`src/rtl/mirq_pkg.sv`:
```
// Constants, register map and field positions of the interrupt logic.
// Assumes an APB slave with 32-bit data; one register to a word.
//
// Operation
// - Up to fifteen sources, each flag and enable
// - Flags set regardless of any enable
// - Global enable bit 7 gates all requests
// - Enabled pending request vectors after a fixed latency
// - Accept: clear global enable, push, vector 0004h
// - Reset clears global enable
// - Return from handler sets global enable
// - Flags and enables live in stated registers
// - External event latency three or four cycles
// - Pin edge chosen by edge-select bit 6
// - Pin edge sets bit 1; enable bit 4
// - Enabled pin event wakes core from sleep
// - Timer wrap sets bit 2; enable bit 5
// - Upper port change sets bit 0, enabled
// - Only return address saved by hardware
// - Waking source leaves a flag set
// - Wake with global enable loads vector
// - Wake resumes next instruction, then maybe vectors
package mirq_pkg;
  // Register byte addresses
  localparam logic [7:0] ADDR_CONTROL = 8'h00;
  localparam logic [7:0] ADDR_FLAGS_A = 8'h04;
  localparam logic [7:0] ADDR_FLAGS_B = 8'h08;
  localparam logic [7:0] ADDR_ENABLES_A = 8'h0C;
  localparam logic [7:0] ADDR_ENABLES_B = 8'h10;
  localparam logic [7:0] ADDR_OPTION = 8'h14;
  localparam logic [7:0] ADDR_STATUS = 8'h18;
  // Control and option register fields
  localparam int BIT_PORT_FLAG = 0;
  localparam int BIT_EXT_FLAG = 1;
  localparam int BIT_TMR_FLAG = 2;
  localparam int BIT_PORT_EN = 3;
  localparam int BIT_EXT_EN = 4;
  localparam int BIT_TMR_EN = 5;
  localparam int BIT_PERIPH_EN = 6;
  localparam int BIT_GLOBAL_EN = 7;
  localparam int BIT_EDGE_SEL = 6;
  // Values after reset
  localparam logic [7:0] RST_CONTROL = 8'h00;
  localparam logic [7:0] RST_OPTION = 8'hFF;
  localparam logic [7:0] RST_PERIPH = 8'h00;
  // Vector, peripheral source count and latency
  localparam logic [12:0] IRQ_VECTOR = 13'h0004;
  localparam int PERIPH_SRC = 12;
  localparam logic [1:0] LAT_CYCLES = 2'h2;
endpackage

```
`src/rtl/mirq_ctrl.sv`:
```
// Interrupt controller of a small microcontroller core, APB registers.
// Assumes the core sequencer pulses instruction and return strobes
// and honours vector_req by pushing its return address.
`timescale 1ns/1ps
module mirq_ctrl #(
  parameter int NUM_PERIPH = mirq_pkg::PERIPH_SRC
) (
  // Clock and reset
  input wire logic clk_sys,
  input wire logic reset,
  // APB slave
  input wire logic psel,
  input wire logic penable,
  input wire logic pwrite,
  input wire logic [7:0] paddr,
  input wire logic [31:0] pwdata,
  output logic [31:0] prdata,
  output logic pready,
  output logic pslverr,
  // External sources
  input wire logic ext_irq_pin,
  input wire logic [3:0] upper_port,
  input wire logic timer_zero_wrap,
  input wire logic [NUM_PERIPH-1:0] periph_event,
  // Core sequencer
  input wire logic instr_cycle,
  input wire logic return_from_handler,
  input wire logic sleep_enter,
  input wire logic [12:0] return_pc,
  output logic vector_req,
  output logic [12:0] vector_addr,
  output logic [12:0] stack_push_pc,
  output logic wake_req,
  output logic asleep
);
  localparam int NA = NUM_PERIPH / 2;
  localparam int NB = NUM_PERIPH - NA;

  typedef struct packed {
    logic [7:0] control;
    logic [NA-1:0] flags_a;
    logic [NB-1:0] flags_b;
    logic [NA-1:0] en_a;
    logic [NB-1:0] en_b;
    logic [7:0] option;
    logic [3:0] port_last;
    logic [1:0] lat_cnt;
    logic lat_busy;
    logic in_handler;
    logic sleeping;
    logic vector;
    logic wake;
    logic [12:0] push_pc;
    logic [31:0] rdata;
  } mirq_state_t;

  mirq_state_t st_ff;
  mirq_state_t nxt_st;

  logic [0:0] ext_rise;
  logic [0:0] ext_fall;
  logic [3:0] port_lvl;
  logic ext_edge;
  logic port_change;
  logic periph_pend;
  logic ctrl_pend;
  logic any_pend;
  logic apb_wr;
  logic apb_rd;
  logic [31:0] wr_word;

  // --------------------------------------------------------------
  // Pin synchronisers
  // --------------------------------------------------------------
  mirq_edge_sync #(.WIDTH(1)) u_ext_sync (
    .clk_sys(clk_sys),
    .reset(reset),
    .pin_async(ext_irq_pin),
    .level(),
    .rise(ext_rise),
    .fall(ext_fall)
  );

  mirq_edge_sync #(.WIDTH(4)) u_port_sync (
    .clk_sys(clk_sys),
    .reset(reset),
    .pin_async(upper_port),
    .level(port_lvl),
    .rise(),
    .fall()
  );

  // --------------------------------------------------------------
  // Request decode
  // --------------------------------------------------------------
  // Edge select picks rising or falling
  assign ext_edge = st_ff.option[mirq_pkg::BIT_EDGE_SEL] ?
                    ext_rise[0] : ext_fall[0];
  // Compare against the last value software could have read
  assign port_change = port_lvl != st_ff.port_last;
  assign periph_pend = st_ff.control[mirq_pkg::BIT_PERIPH_EN] &
                       (|(st_ff.flags_a & st_ff.en_a) |
                        |(st_ff.flags_b & st_ff.en_b));
  // Sources in the control register need no peripheral enable
  assign ctrl_pend =
    (st_ff.control[mirq_pkg::BIT_EXT_FLAG] &
     st_ff.control[mirq_pkg::BIT_EXT_EN]) |
    (st_ff.control[mirq_pkg::BIT_TMR_FLAG] &
     st_ff.control[mirq_pkg::BIT_TMR_EN]) |
    (st_ff.control[mirq_pkg::BIT_PORT_FLAG] &
     st_ff.control[mirq_pkg::BIT_PORT_EN]);
  assign any_pend = ctrl_pend | periph_pend;

  // --------------------------------------------------------------
  // APB slave, zero wait states
  // --------------------------------------------------------------
  assign apb_wr = psel & penable & pwrite;
  assign apb_rd = psel & ~penable & ~pwrite;
  assign wr_word = pwdata;
  assign pready = 1'b1;
  assign pslverr = psel & penable &
                   (paddr > mirq_pkg::ADDR_STATUS || paddr[1:0] != 2'h0);

  always_comb begin
    nxt_st = st_ff;
    nxt_st.vector = 1'b0;
    nxt_st.wake = 1'b0;

    // Register writes come first; hardware sets below win
    if (apb_wr) begin
      unique case (paddr)
        mirq_pkg::ADDR_CONTROL: nxt_st.control = wr_word[7:0];
        mirq_pkg::ADDR_FLAGS_A: nxt_st.flags_a = wr_word[NA-1:0];
        mirq_pkg::ADDR_FLAGS_B: nxt_st.flags_b = wr_word[NB-1:0];
        mirq_pkg::ADDR_ENABLES_A: nxt_st.en_a = wr_word[NA-1:0];
        mirq_pkg::ADDR_ENABLES_B: nxt_st.en_b = wr_word[NB-1:0];
        mirq_pkg::ADDR_OPTION: nxt_st.option = wr_word[7:0];
        default: ;
      endcase
    end

    // Reading the control register re-arms the port compare
    if (apb_rd && paddr == mirq_pkg::ADDR_CONTROL) begin
      nxt_st.port_last = port_lvl;
    end

    // Read data registered in setup, stable through access
    if (apb_rd) begin
      unique case (paddr)
        mirq_pkg::ADDR_CONTROL: nxt_st.rdata = {24'h0, st_ff.control};
        mirq_pkg::ADDR_FLAGS_A:
          nxt_st.rdata = 32'(st_ff.flags_a);
        mirq_pkg::ADDR_FLAGS_B:
          nxt_st.rdata = 32'(st_ff.flags_b);
        mirq_pkg::ADDR_ENABLES_A:
          nxt_st.rdata = 32'(st_ff.en_a);
        mirq_pkg::ADDR_ENABLES_B:
          nxt_st.rdata = 32'(st_ff.en_b);
        mirq_pkg::ADDR_OPTION: nxt_st.rdata = {24'h0, st_ff.option};
        mirq_pkg::ADDR_STATUS:
          nxt_st.rdata = {29'h0, st_ff.sleeping, st_ff.in_handler,
                          any_pend};
        default: nxt_st.rdata = 32'h0;
      endcase
    end

    // Flag sets, independent of every enable
    if (ext_edge) begin
      nxt_st.control[mirq_pkg::BIT_EXT_FLAG] = 1'b1;
    end
    if (timer_zero_wrap) begin
      nxt_st.control[mirq_pkg::BIT_TMR_FLAG] = 1'b1;
    end
    if (port_change) begin
      nxt_st.control[mirq_pkg::BIT_PORT_FLAG] = 1'b1;
    end
    nxt_st.flags_a = nxt_st.flags_a | periph_event[NA-1:0];
    nxt_st.flags_b = nxt_st.flags_b |
                     periph_event[NUM_PERIPH-1:NA];

    if (return_from_handler) begin
      nxt_st.control[mirq_pkg::BIT_GLOBAL_EN] = 1'b1;
      nxt_st.in_handler = 1'b0;
    end

    if (sleep_enter && !any_pend) begin
      nxt_st.sleeping = 1'b1;
    end

    // Enabled request wakes regardless of global enable
    if (st_ff.sleeping && any_pend) begin
      nxt_st.sleeping = 1'b0;
      nxt_st.wake = 1'b1;
    end

    // Fixed latency counted in instruction cycles; counting core strobes
    // rather than clocks keeps it equal for one- and two-cycle opcodes.
    // Arming is dropped if the request vanishes before the count ends.
    if (!st_ff.lat_busy) begin
      if (any_pend && st_ff.control[mirq_pkg::BIT_GLOBAL_EN] &&
          !st_ff.sleeping) begin
        nxt_st.lat_busy = 1'b1;
        nxt_st.lat_cnt = 2'h0;
      end
    end else if (!st_ff.control[mirq_pkg::BIT_GLOBAL_EN] || !any_pend) begin
      nxt_st.lat_busy = 1'b0;
    end else if (instr_cycle) begin
      if (st_ff.lat_cnt == mirq_pkg::LAT_CYCLES) begin
        nxt_st.lat_busy = 1'b0;
        nxt_st.vector = 1'b1;
        nxt_st.push_pc = return_pc;
        nxt_st.in_handler = 1'b1;
        nxt_st.control[mirq_pkg::BIT_GLOBAL_EN] = 1'b0;
      end else begin
        nxt_st.lat_cnt = st_ff.lat_cnt + 2'h1;
      end
    end
  end

  always_ff @(posedge clk_sys) begin
    if (reset) begin
      st_ff <= '0;
      st_ff.control <= mirq_pkg::RST_CONTROL;
      st_ff.option <= mirq_pkg::RST_OPTION;
    end else begin
      st_ff <= nxt_st;
    end
  end

  // --------------------------------------------------------------
  // Outputs
  // --------------------------------------------------------------
  assign prdata = st_ff.rdata;
  assign vector_req = st_ff.vector;
  assign vector_addr = mirq_pkg::IRQ_VECTOR;
  assign stack_push_pc = st_ff.push_pc;
  assign wake_req = st_ff.wake;
  assign asleep = st_ff.sleeping;
endmodule

```
`src/rtl/mirq_edge_sync.sv`:
```
// Two-flop synchroniser with an edge detector behind the second flop.
// Assumes the input is asynchronous to clk_sys.
`timescale 1ns/1ps
module mirq_edge_sync #(
  parameter int WIDTH = 1
) (
  // Clock and reset
  input wire logic clk_sys,
  input wire logic reset,
  // Pins and edges
  input wire logic [WIDTH-1:0] pin_async,
  output logic [WIDTH-1:0] level,
  output logic [WIDTH-1:0] rise,
  output logic [WIDTH-1:0] fall
);
  typedef struct packed {
    logic [WIDTH-1:0] meta;
    logic [WIDTH-1:0] sync;
    logic [WIDTH-1:0] prev;
    logic [2:0] fill;
  } mirq_sync_t;

  mirq_sync_t st_ff;
  mirq_sync_t nxt_st;

  always_comb begin
    nxt_st = st_ff;
    nxt_st.meta = pin_async;
    nxt_st.sync = st_ff.meta;
    nxt_st.prev = st_ff.sync;
    nxt_st.fill = {st_ff.fill[1:0], 1'b1};
  end

  always_ff @(posedge clk_sys) begin
    if (reset) begin
      st_ff <= '0;
    end else begin
      st_ff <= nxt_st;
    end
  end

  // Edges stay masked until prev holds a real sample, so a pin that
  // idles high cannot fake an edge right after reset
  assign level = st_ff.sync;
  assign rise = st_ff.sync & ~st_ff.prev & {WIDTH{st_ff.fill[2]}};
  assign fall = ~st_ff.sync & st_ff.prev & {WIDTH{st_ff.fill[2]}};
endmodule

```
`config.mk`:
```
export PLATFORM = sky130hd
export DESIGN_NAME = mirq_ctrl
export DESIGN_NICKNAME = d
export VERILOG_FILES = /design/src/rtl/mirq_pkg.sv /design/src/rtl/mirq_ctrl.sv /design/src/rtl/mirq_edge_sync.sv
export SDC_FILE = /design/constraint.sdc
export NUM_CORES = 1
export LEC_CHECK = 0
export BUFFER_PORTS_ARGS = -buffer_cell sky130_fd_sc_hd__buf_2
export CAP_MARGIN = 40
export CELL_PAD_IN_SITES_DETAIL_PLACEMENT = 1
export CELL_PAD_IN_SITES_GLOBAL_PLACEMENT = 1
export CORE_MARGIN = 2
export CORE_UTILIZATION = 37
export DETAILED_ROUTE_END_ITERATION = 8
export PLACE_DENSITY = 0.88
export REMOVE_ABC_BUFFERS = 1
export SLEW_MARGIN = 20
export SYNTH_ARGS = -nofsm -noshare
export SYNTH_HDL_FRONTEND = slang
export SYNTH_SLANG_ARGS = --single-unit
```
`constraint.sdc`:
```
create_clock -name clk_sys -period 1.9 [get_ports clk_sys]
set_input_delay 0.19 -clock clk_sys [delete_from_list [all_inputs] [get_ports clk_sys]]
set_output_delay 0.19 -clock clk_sys [all_outputs]
set_load 0.005 [all_outputs]
```
======== Yosys cells after proc, flatten, opt, wreduce, memory -nomap -nowiden ========
Index checks and enable logic that the tools add are counted.
storage, ports and cells
  register bits after elaboration ......... 110
  output and inout port bits .............. 63
  word-level logic and storage cells ...... 129
cells by class
  add/subtract/negate cells ............... 1
  order comparisons ....................... 1
  equal/unequal tests ..................... 11
  mux-type cells .......................... 30
  bitwise operators ....................... 28
  reduce and logical (&&, ||, !) cells .... 32
operators by type and width
  operator              number
  $pmux W8 S7           1
  $mux W40              1
  $eq A8 B5 Y1 const B  3
  $mux W6               4
  $eq A8 B4 Y1 const B  2
  $mux W1               16
  $mux W8               2
  $reduce_bool A2 Y1    8
  $reduce_and A2 Y1     7
  $and A1 B1 Y1         13
  $and A6 B6 Y6         2
  $or A6 B6 Y6          2
  $reduce_or A6 Y1      2
  $eq A8 B3 Y1 const B  1
  $gt A8 B5 Y1 const B  1
  $logic_not A8 Y1      1
  $reduce_and A4 Y1     2
  $not A1 Y1            7
  $mux W2               3
  $mux W3               2
  $ne A2 B2 Y1 const B  3
  $logic_and A1 B1 Y1   5
  $mux W4               1
  $ne A4 B4 Y1          1
  7 further kinds       13

======== Longest topological paths before layout ========
  depth after elaboration ................. 9
  depth in mapped cells ................... 7
  depth with buffers taken out ............ 6

======== By module ========
From an unflattened synthesis, not the netlist that was laid out.
second synthesis, totals
  cells, all modules ...................... 481
  area total of the unflattened synthesis .. 4458.0 µm²
modules (own cells, without submodules)
  module                        times used  cells each  area each (µm²)  sequential area each (µm²)
  mirq_ctrl                     1           424         3753.6           1441.4
  mirq_edge_sync (u_port_sync)  1           43          531.8            300.3
  mirq_edge_sync (u_ext_sync)   1           14          172.7            120.1

======== Worst setup path before layout ========
No wires, ideal clock.
  path type ............................... register to register
  start point ............................. reg st_ff[88] (netlist bit)
  end point ............................... reg st_ff[48] (netlist bit)
  library setup time ...................... 115 ps
  arrival time ............................ 1615 ps
  required time ........................... 1785 ps
  path slack .............................. 171 ps
  cell stages (with the launch flop) ...... 8
  path buffers ............................ 2
  clock period less this slack ............ 1729 ps
  cell sequence ........................... dfxtp_1 -> a222oi_1 -> and3_1 -> a31oi_1 -> and3_1 -> buf_6 -> buf_6 -> o21a_1
on the way
  word-level cells in the longest chain between the ends .. 7
RTL lines
  element                 RTL line          RTL
  start, declared         mirq_ctrl.sv:57   mirq_state_t st_ff;
  start signal, assigned  mirq_ctrl.sv:226  st_ff <= nxt_st;
  $and A1 B1 Y1           mirq_ctrl.sv:110  (st_ff.control[mirq_pkg::BIT_PORT_FLAG] &
  $or A1 B1 Y1            mirq_ctrl.sv:109  st_ff.control[mirq_pkg::BIT_TMR_EN]) |
  $or A1 B1 Y1            mirq_ctrl.sv:112  assign any_pend = ctrl_pend | periph_pend;
  $logic_not A1 Y1        mirq_ctrl.sv:205  end else if (!st_ff.control[mirq_pkg::BIT_GLOBAL_EN] || !any_pend) begin
  $logic_or A1 B1 Y1      mirq_ctrl.sv:205
  $mux W1                 mirq_ctrl.sv:205
  $mux W1                 mirq_ctrl.sv:199  if (!st_ff.lat_busy) begin
Every way passes these cells.
A chain may end at the register's enable or synchronous reset.

======== Worst setup path in the final report ========
  start point ............................. reg st_ff[91] (netlist bit)
  end point ............................... reg st_ff (netlist bit vector_req)
on the way
  word-level cells in the longest chain between the ends .. 6
RTL lines
  element                     RTL line
  $and A1 B1 Y1               mirq_ctrl.sv:110
  $or A1 B1 Y1                mirq_ctrl.sv:109
  $or A1 B1 Y1                mirq_ctrl.sv:112
  $logic_not A1 Y1            mirq_ctrl.sv:205
  $logic_or A1 B1 Y1          mirq_ctrl.sv:205
  $reduce_or A4 Y1 (no line)  --
Every way passes these cells.

==> Implementation_results.wiki <==
{| class="wikitable"
! Metric !! Value
|-
| Max Clock Skew || 0.00859 ns
|-
| Final-layout worst hold slack || 0.0511 ns
|-
| Pin count of the biggest net entering global routing || 39
|-
| Root Buffer || sky130_fd_sc_hd__clkbuf_16
|-
| Slew Limit Fails || 0
|-
| Number of levels the H-tree was split into || 3
|-
| Cells traversed along the worst timing path || a222oi_1 -> buf_4 -> and3_1 -> a31oi_1 -> and3_2 -> buf_12 -> and2_1
|-
| Synth Area in Adders || 0.298%
|-
| Post-route antenna net violation count || 0
|-
| Max incr delay on CP || 0.35 ns
|-
| Starting density of the core || 38.4%
|-
| Wire length of the first global-routing pass || 18200 um
|-
| Synth Area in Simple Gates || 17.8%
|-
| Clock period minus final worst setup slack || 1.87 ns
|-
| Floorplan die height || 110 um
|-
| Async set-reset flop share out of synthesis || 0%
|-
| Slew at the pin closest to its max-slew limit || 0.700 ns
|-
| Final weighted congestion of routability-driven global placement || 0.913
|-
| Highest net fanout along the worst path || 14
|-
| Final Net Count || 607
|-
| Netlist area before placement || 4190 um^2
|-
| Min-delay src || upper_port[2]
|-
| Flip-flop and latch count after synthesis || 86
|-
| Arrival time at the worst endpoint || 2.10 ns
|-
| Status || complete, no violations
|-
| Core region area || 10900 um^2
|-
| F_max || 535 MHz
|-
| Clock latency reported for the late side of the worst-skew pair || 0.34 ns
|-
| Total instance count after detailed placement || 655
|-
| Worst min-delay path class || primary input to register
|-
| Number of global-route vias before repair || 3631
|-
| Detailed-route vias per instance || 5.13
|-
| Floorplan die width || 110 um
|-
| Normalized max-slew margin || 53.1%
|-
| Total power per unit cell area || 823 nW/um^2
|-
| Number of DRC violations after detailed routing || 0
|-
| Detailed-route via count || 3449
|-
| Synthesis-to-layout area growth || 15.3%
|-
| CTS tree || yes
|-
| Crit path max-delay family || simple AND/OR/NAND/NOR gates
|-
| Final hold violations || 0
|-
| Static Leakage || 2.18 nW
|-
| Cell at the slowest stage of the critical path || sky130_fd_sc_hd__dfxtp_1
|-
| Most used flip-flop cell after synthesis || sky130_fd_sc_hd__dfxtp_1
|-
| CP required || 2.13 ns
|-
| WP buf/inv || 2
|-
| Source of the worst register-to-register timing path || st_ff[91]
|-
| Count of standard-cell rows || 38
|-
| Buffer depth of the longest clock path || 2
|-
| Initial antenna violation count || 0
|-
| # Max-Cap Violations || 0
|-
| Count of mapped cells out of synthesis || 462
|-
| Share of the cycle needed by the critical path after routing || 98.3%
|-
| Kind of capture point of the worst setup path || register
|-
| Clk slew on worst S/H paths || 0.07 ns
|-
| Kind of critical path || register to register
|-
| Proportion of layout cells with a drive suffix above 1 || 24.8%
|-
| Number of sinks on the clock net || 86
|-
| Kind of start point of the critical path || register
|-
| Summed negative setup slack over all endpoints || 0 ns
|-
| Final standard cell utilization of the core || 44.2%
|-
| Global routing usage summed across all routing layers || 18.5%
|-
| Fraction of synthesized cell area in xor and xnor cells || 0.835%
|-
| Diodes inserted || 0
|-
| Placed wire-length estimate after detailed placement || 8490 um
|-
| Setup repair after global routing missed its margin || true
|-
| Share of the synthesized area in compound gates (AO/OA/AOI/OAI) || 12.0%
|-
| Number of I/O port buffers || 79
|-
| Sequential element share of the synthesized area || 41.1%
|-
| Number of synthesized flops with an enable pin || 0
|-
| Origin of the worst setup path || st_ff[91]
|-
| CTS Buf Count || 9
|-
| Sum of overflow across all layers after global routing || 0
|-
| Routed WL || 11400 um
|-
| Non-filler instance count after layout || 672
|-
| Average wire per cell in the routed design || 16.9 um
|-
| Maximum resistive drop on vdd || 343 uV
|-
| Drt first-iter violations || 132
|-
| Largest family of logic cells by synthesized area || simple AND/OR/NAND/NOR gates
|-
| Iteration count of the initial detailed-routing pass || 5
|-
| Mux cell area share after synthesis || 13.0%
|-
| Mean instance size in the synthesized netlist || 9.08 um^2
|-
| Warnings, synthesis || 0
|-
| Setup violations, final || 0
|-
| Number of placed I/O pins || 142
|-
| Number of distinct library cell variants in the gate-level netlist after synthesis || 53
|-
| Total Die Area || 12200 um^2
|}
-- power by group --
| part | total, mW | switching [mW] | internal (mW) | leakage [nW] |
|---|---|---|---|---|
| clock network | 1.81 | 0.772 | 1.04 | 0.148 |
| registers | 1.88 | 0.0340 | 1.84 | 0.701 |
| logic | 0.294 | 0.179 | 0.114 | 1.33 |
-- Yosys cell counts (all sizes together), types with 3 or more instances --
library cell	number	area, um^2
inv	14	52.6
nor2	20	77.6
mux2	3	33.8
and3	7	43.8
a21oi	27	135
o21ai	14	70.1
nand3	12	77.6
a211oi	3	27.5
nand3b	4	30.0
a31oi	7	43.8
a22oi	5	37.5
a221oi	3	26.3
clkbuf	14	52.6
nand2	64	243
mux2i	51	510
buf	69	521
a22o	5	43.8
nor2b	18	113
xor2	4	35.0
nor4	3	33.8
dfxtp	86	1720
-- layout make-up --
class,count,area (um^2)
Fill cell,1297,6100
Multi-Input combinational cell,315,1980
Sequential cell,86,1720
Timing Repair Buffer,101,598
Clock buffer,9,225
Tap cell,140,175
Clock inverter,7,80.1
Inverter,14,52.6
-- registers in the layout (all words and copies together) (netlist names) --
name and flops:
u_ext_sync.level 1, u_port_sync.level 4, u_ext_sync.st_ff 2, st_ff 48
vector_req 1, u_port_sync.nxt_st 4, wake_req 1, stack_push_pc 13
prdata 8, u_ext_sync.nxt_st 3, asleep 1
-- timing repair --
action	in CTS	in global routing
hold endpoints to repair	0	0
setup endpoints to repair	1	5
hold buffers	0	0
buffers inserted	1	0
gates resized for setup	1	0
pin swaps	1	0
-- cells in the final DEF (no fill, tap or decap), types with 3 or more instances in the layout --
master / instances
sky130_fd_sc_hd__nand2_1: 63
sky130_fd_sc_hd__a221oi_1: 3
sky130_fd_sc_hd__clkbuf_16: 9
sky130_fd_sc_hd__mux2_2: 3
sky130_fd_sc_hd__a21oi_1: 27
sky130_fd_sc_hd__o21ai_0: 9
sky130_fd_sc_hd__xor2_1: 4
sky130_fd_sc_hd__o21ai_1: 5
sky130_fd_sc_hd__nor2b_1: 18
sky130_fd_sc_hd__a31oi_1: 7
sky130_fd_sc_hd__a22oi_1: 5
sky130_fd_sc_hd__buf_4: 19
sky130_fd_sc_hd__dfxtp_1: 86
sky130_fd_sc_hd__and3_1: 6
sky130_fd_sc_hd__a22o_1: 5
sky130_fd_sc_hd__buf_2: 79
sky130_fd_sc_hd__buf_12: 3
sky130_fd_sc_hd__inv_1: 14
sky130_fd_sc_hd__nand3_1: 10
sky130_fd_sc_hd__nand3b_1: 4
sky130_fd_sc_hd__mux2i_1: 51
sky130_fd_sc_hd__conb_1: 38
sky130_fd_sc_hd__nor2_1: 19
-- cells by family after synthesis --
| family | count (synthesis) |
|---|---|
| other cells | 2 |
| xor+xnor | 4 |
| buf+inv | 97 |
| simple gates | 141 |
| compound gates | 77 |
| fa+ha+maj | 1 |
| flops | 86 |
| mux | 54 |
-- path summary, 6_finish.rpt --
kind / slack, ns / cells after the start / to
worst min register to register: 0.43 / 1 / u_ext_sync.level
worst min-delay path: 0.05 / 2 / u_port_sync.nxt_st[9]
worst max register to register: 0.03 / 7 / vector_req
worst max-delay path: 0.03 / 7 / vector_req
-- per-layer routing --
layer	routed length, um	global-route usage [%]	vias up
li1	-	-	1622
met1	4780	21.0	1698
met2	5890	33.6	115
met3	570	4.83	14
met4	136	5.83	0
met5	0	0	-
-- stage by stage --
stage	setup WS [ns]	power, mW	instance area, um^2
after floorplan	-0.132	2.03	3760
after global placement	0.00911	2.19	4520
after detailed placement	-0.0512	2.20	4520
after CTS	0.0483	4.00	4840
after global routing	-0.0226	4.14	4840
final	0.0325	3.98	4840
No activity file was read; power rests on OpenSTA's default activity.
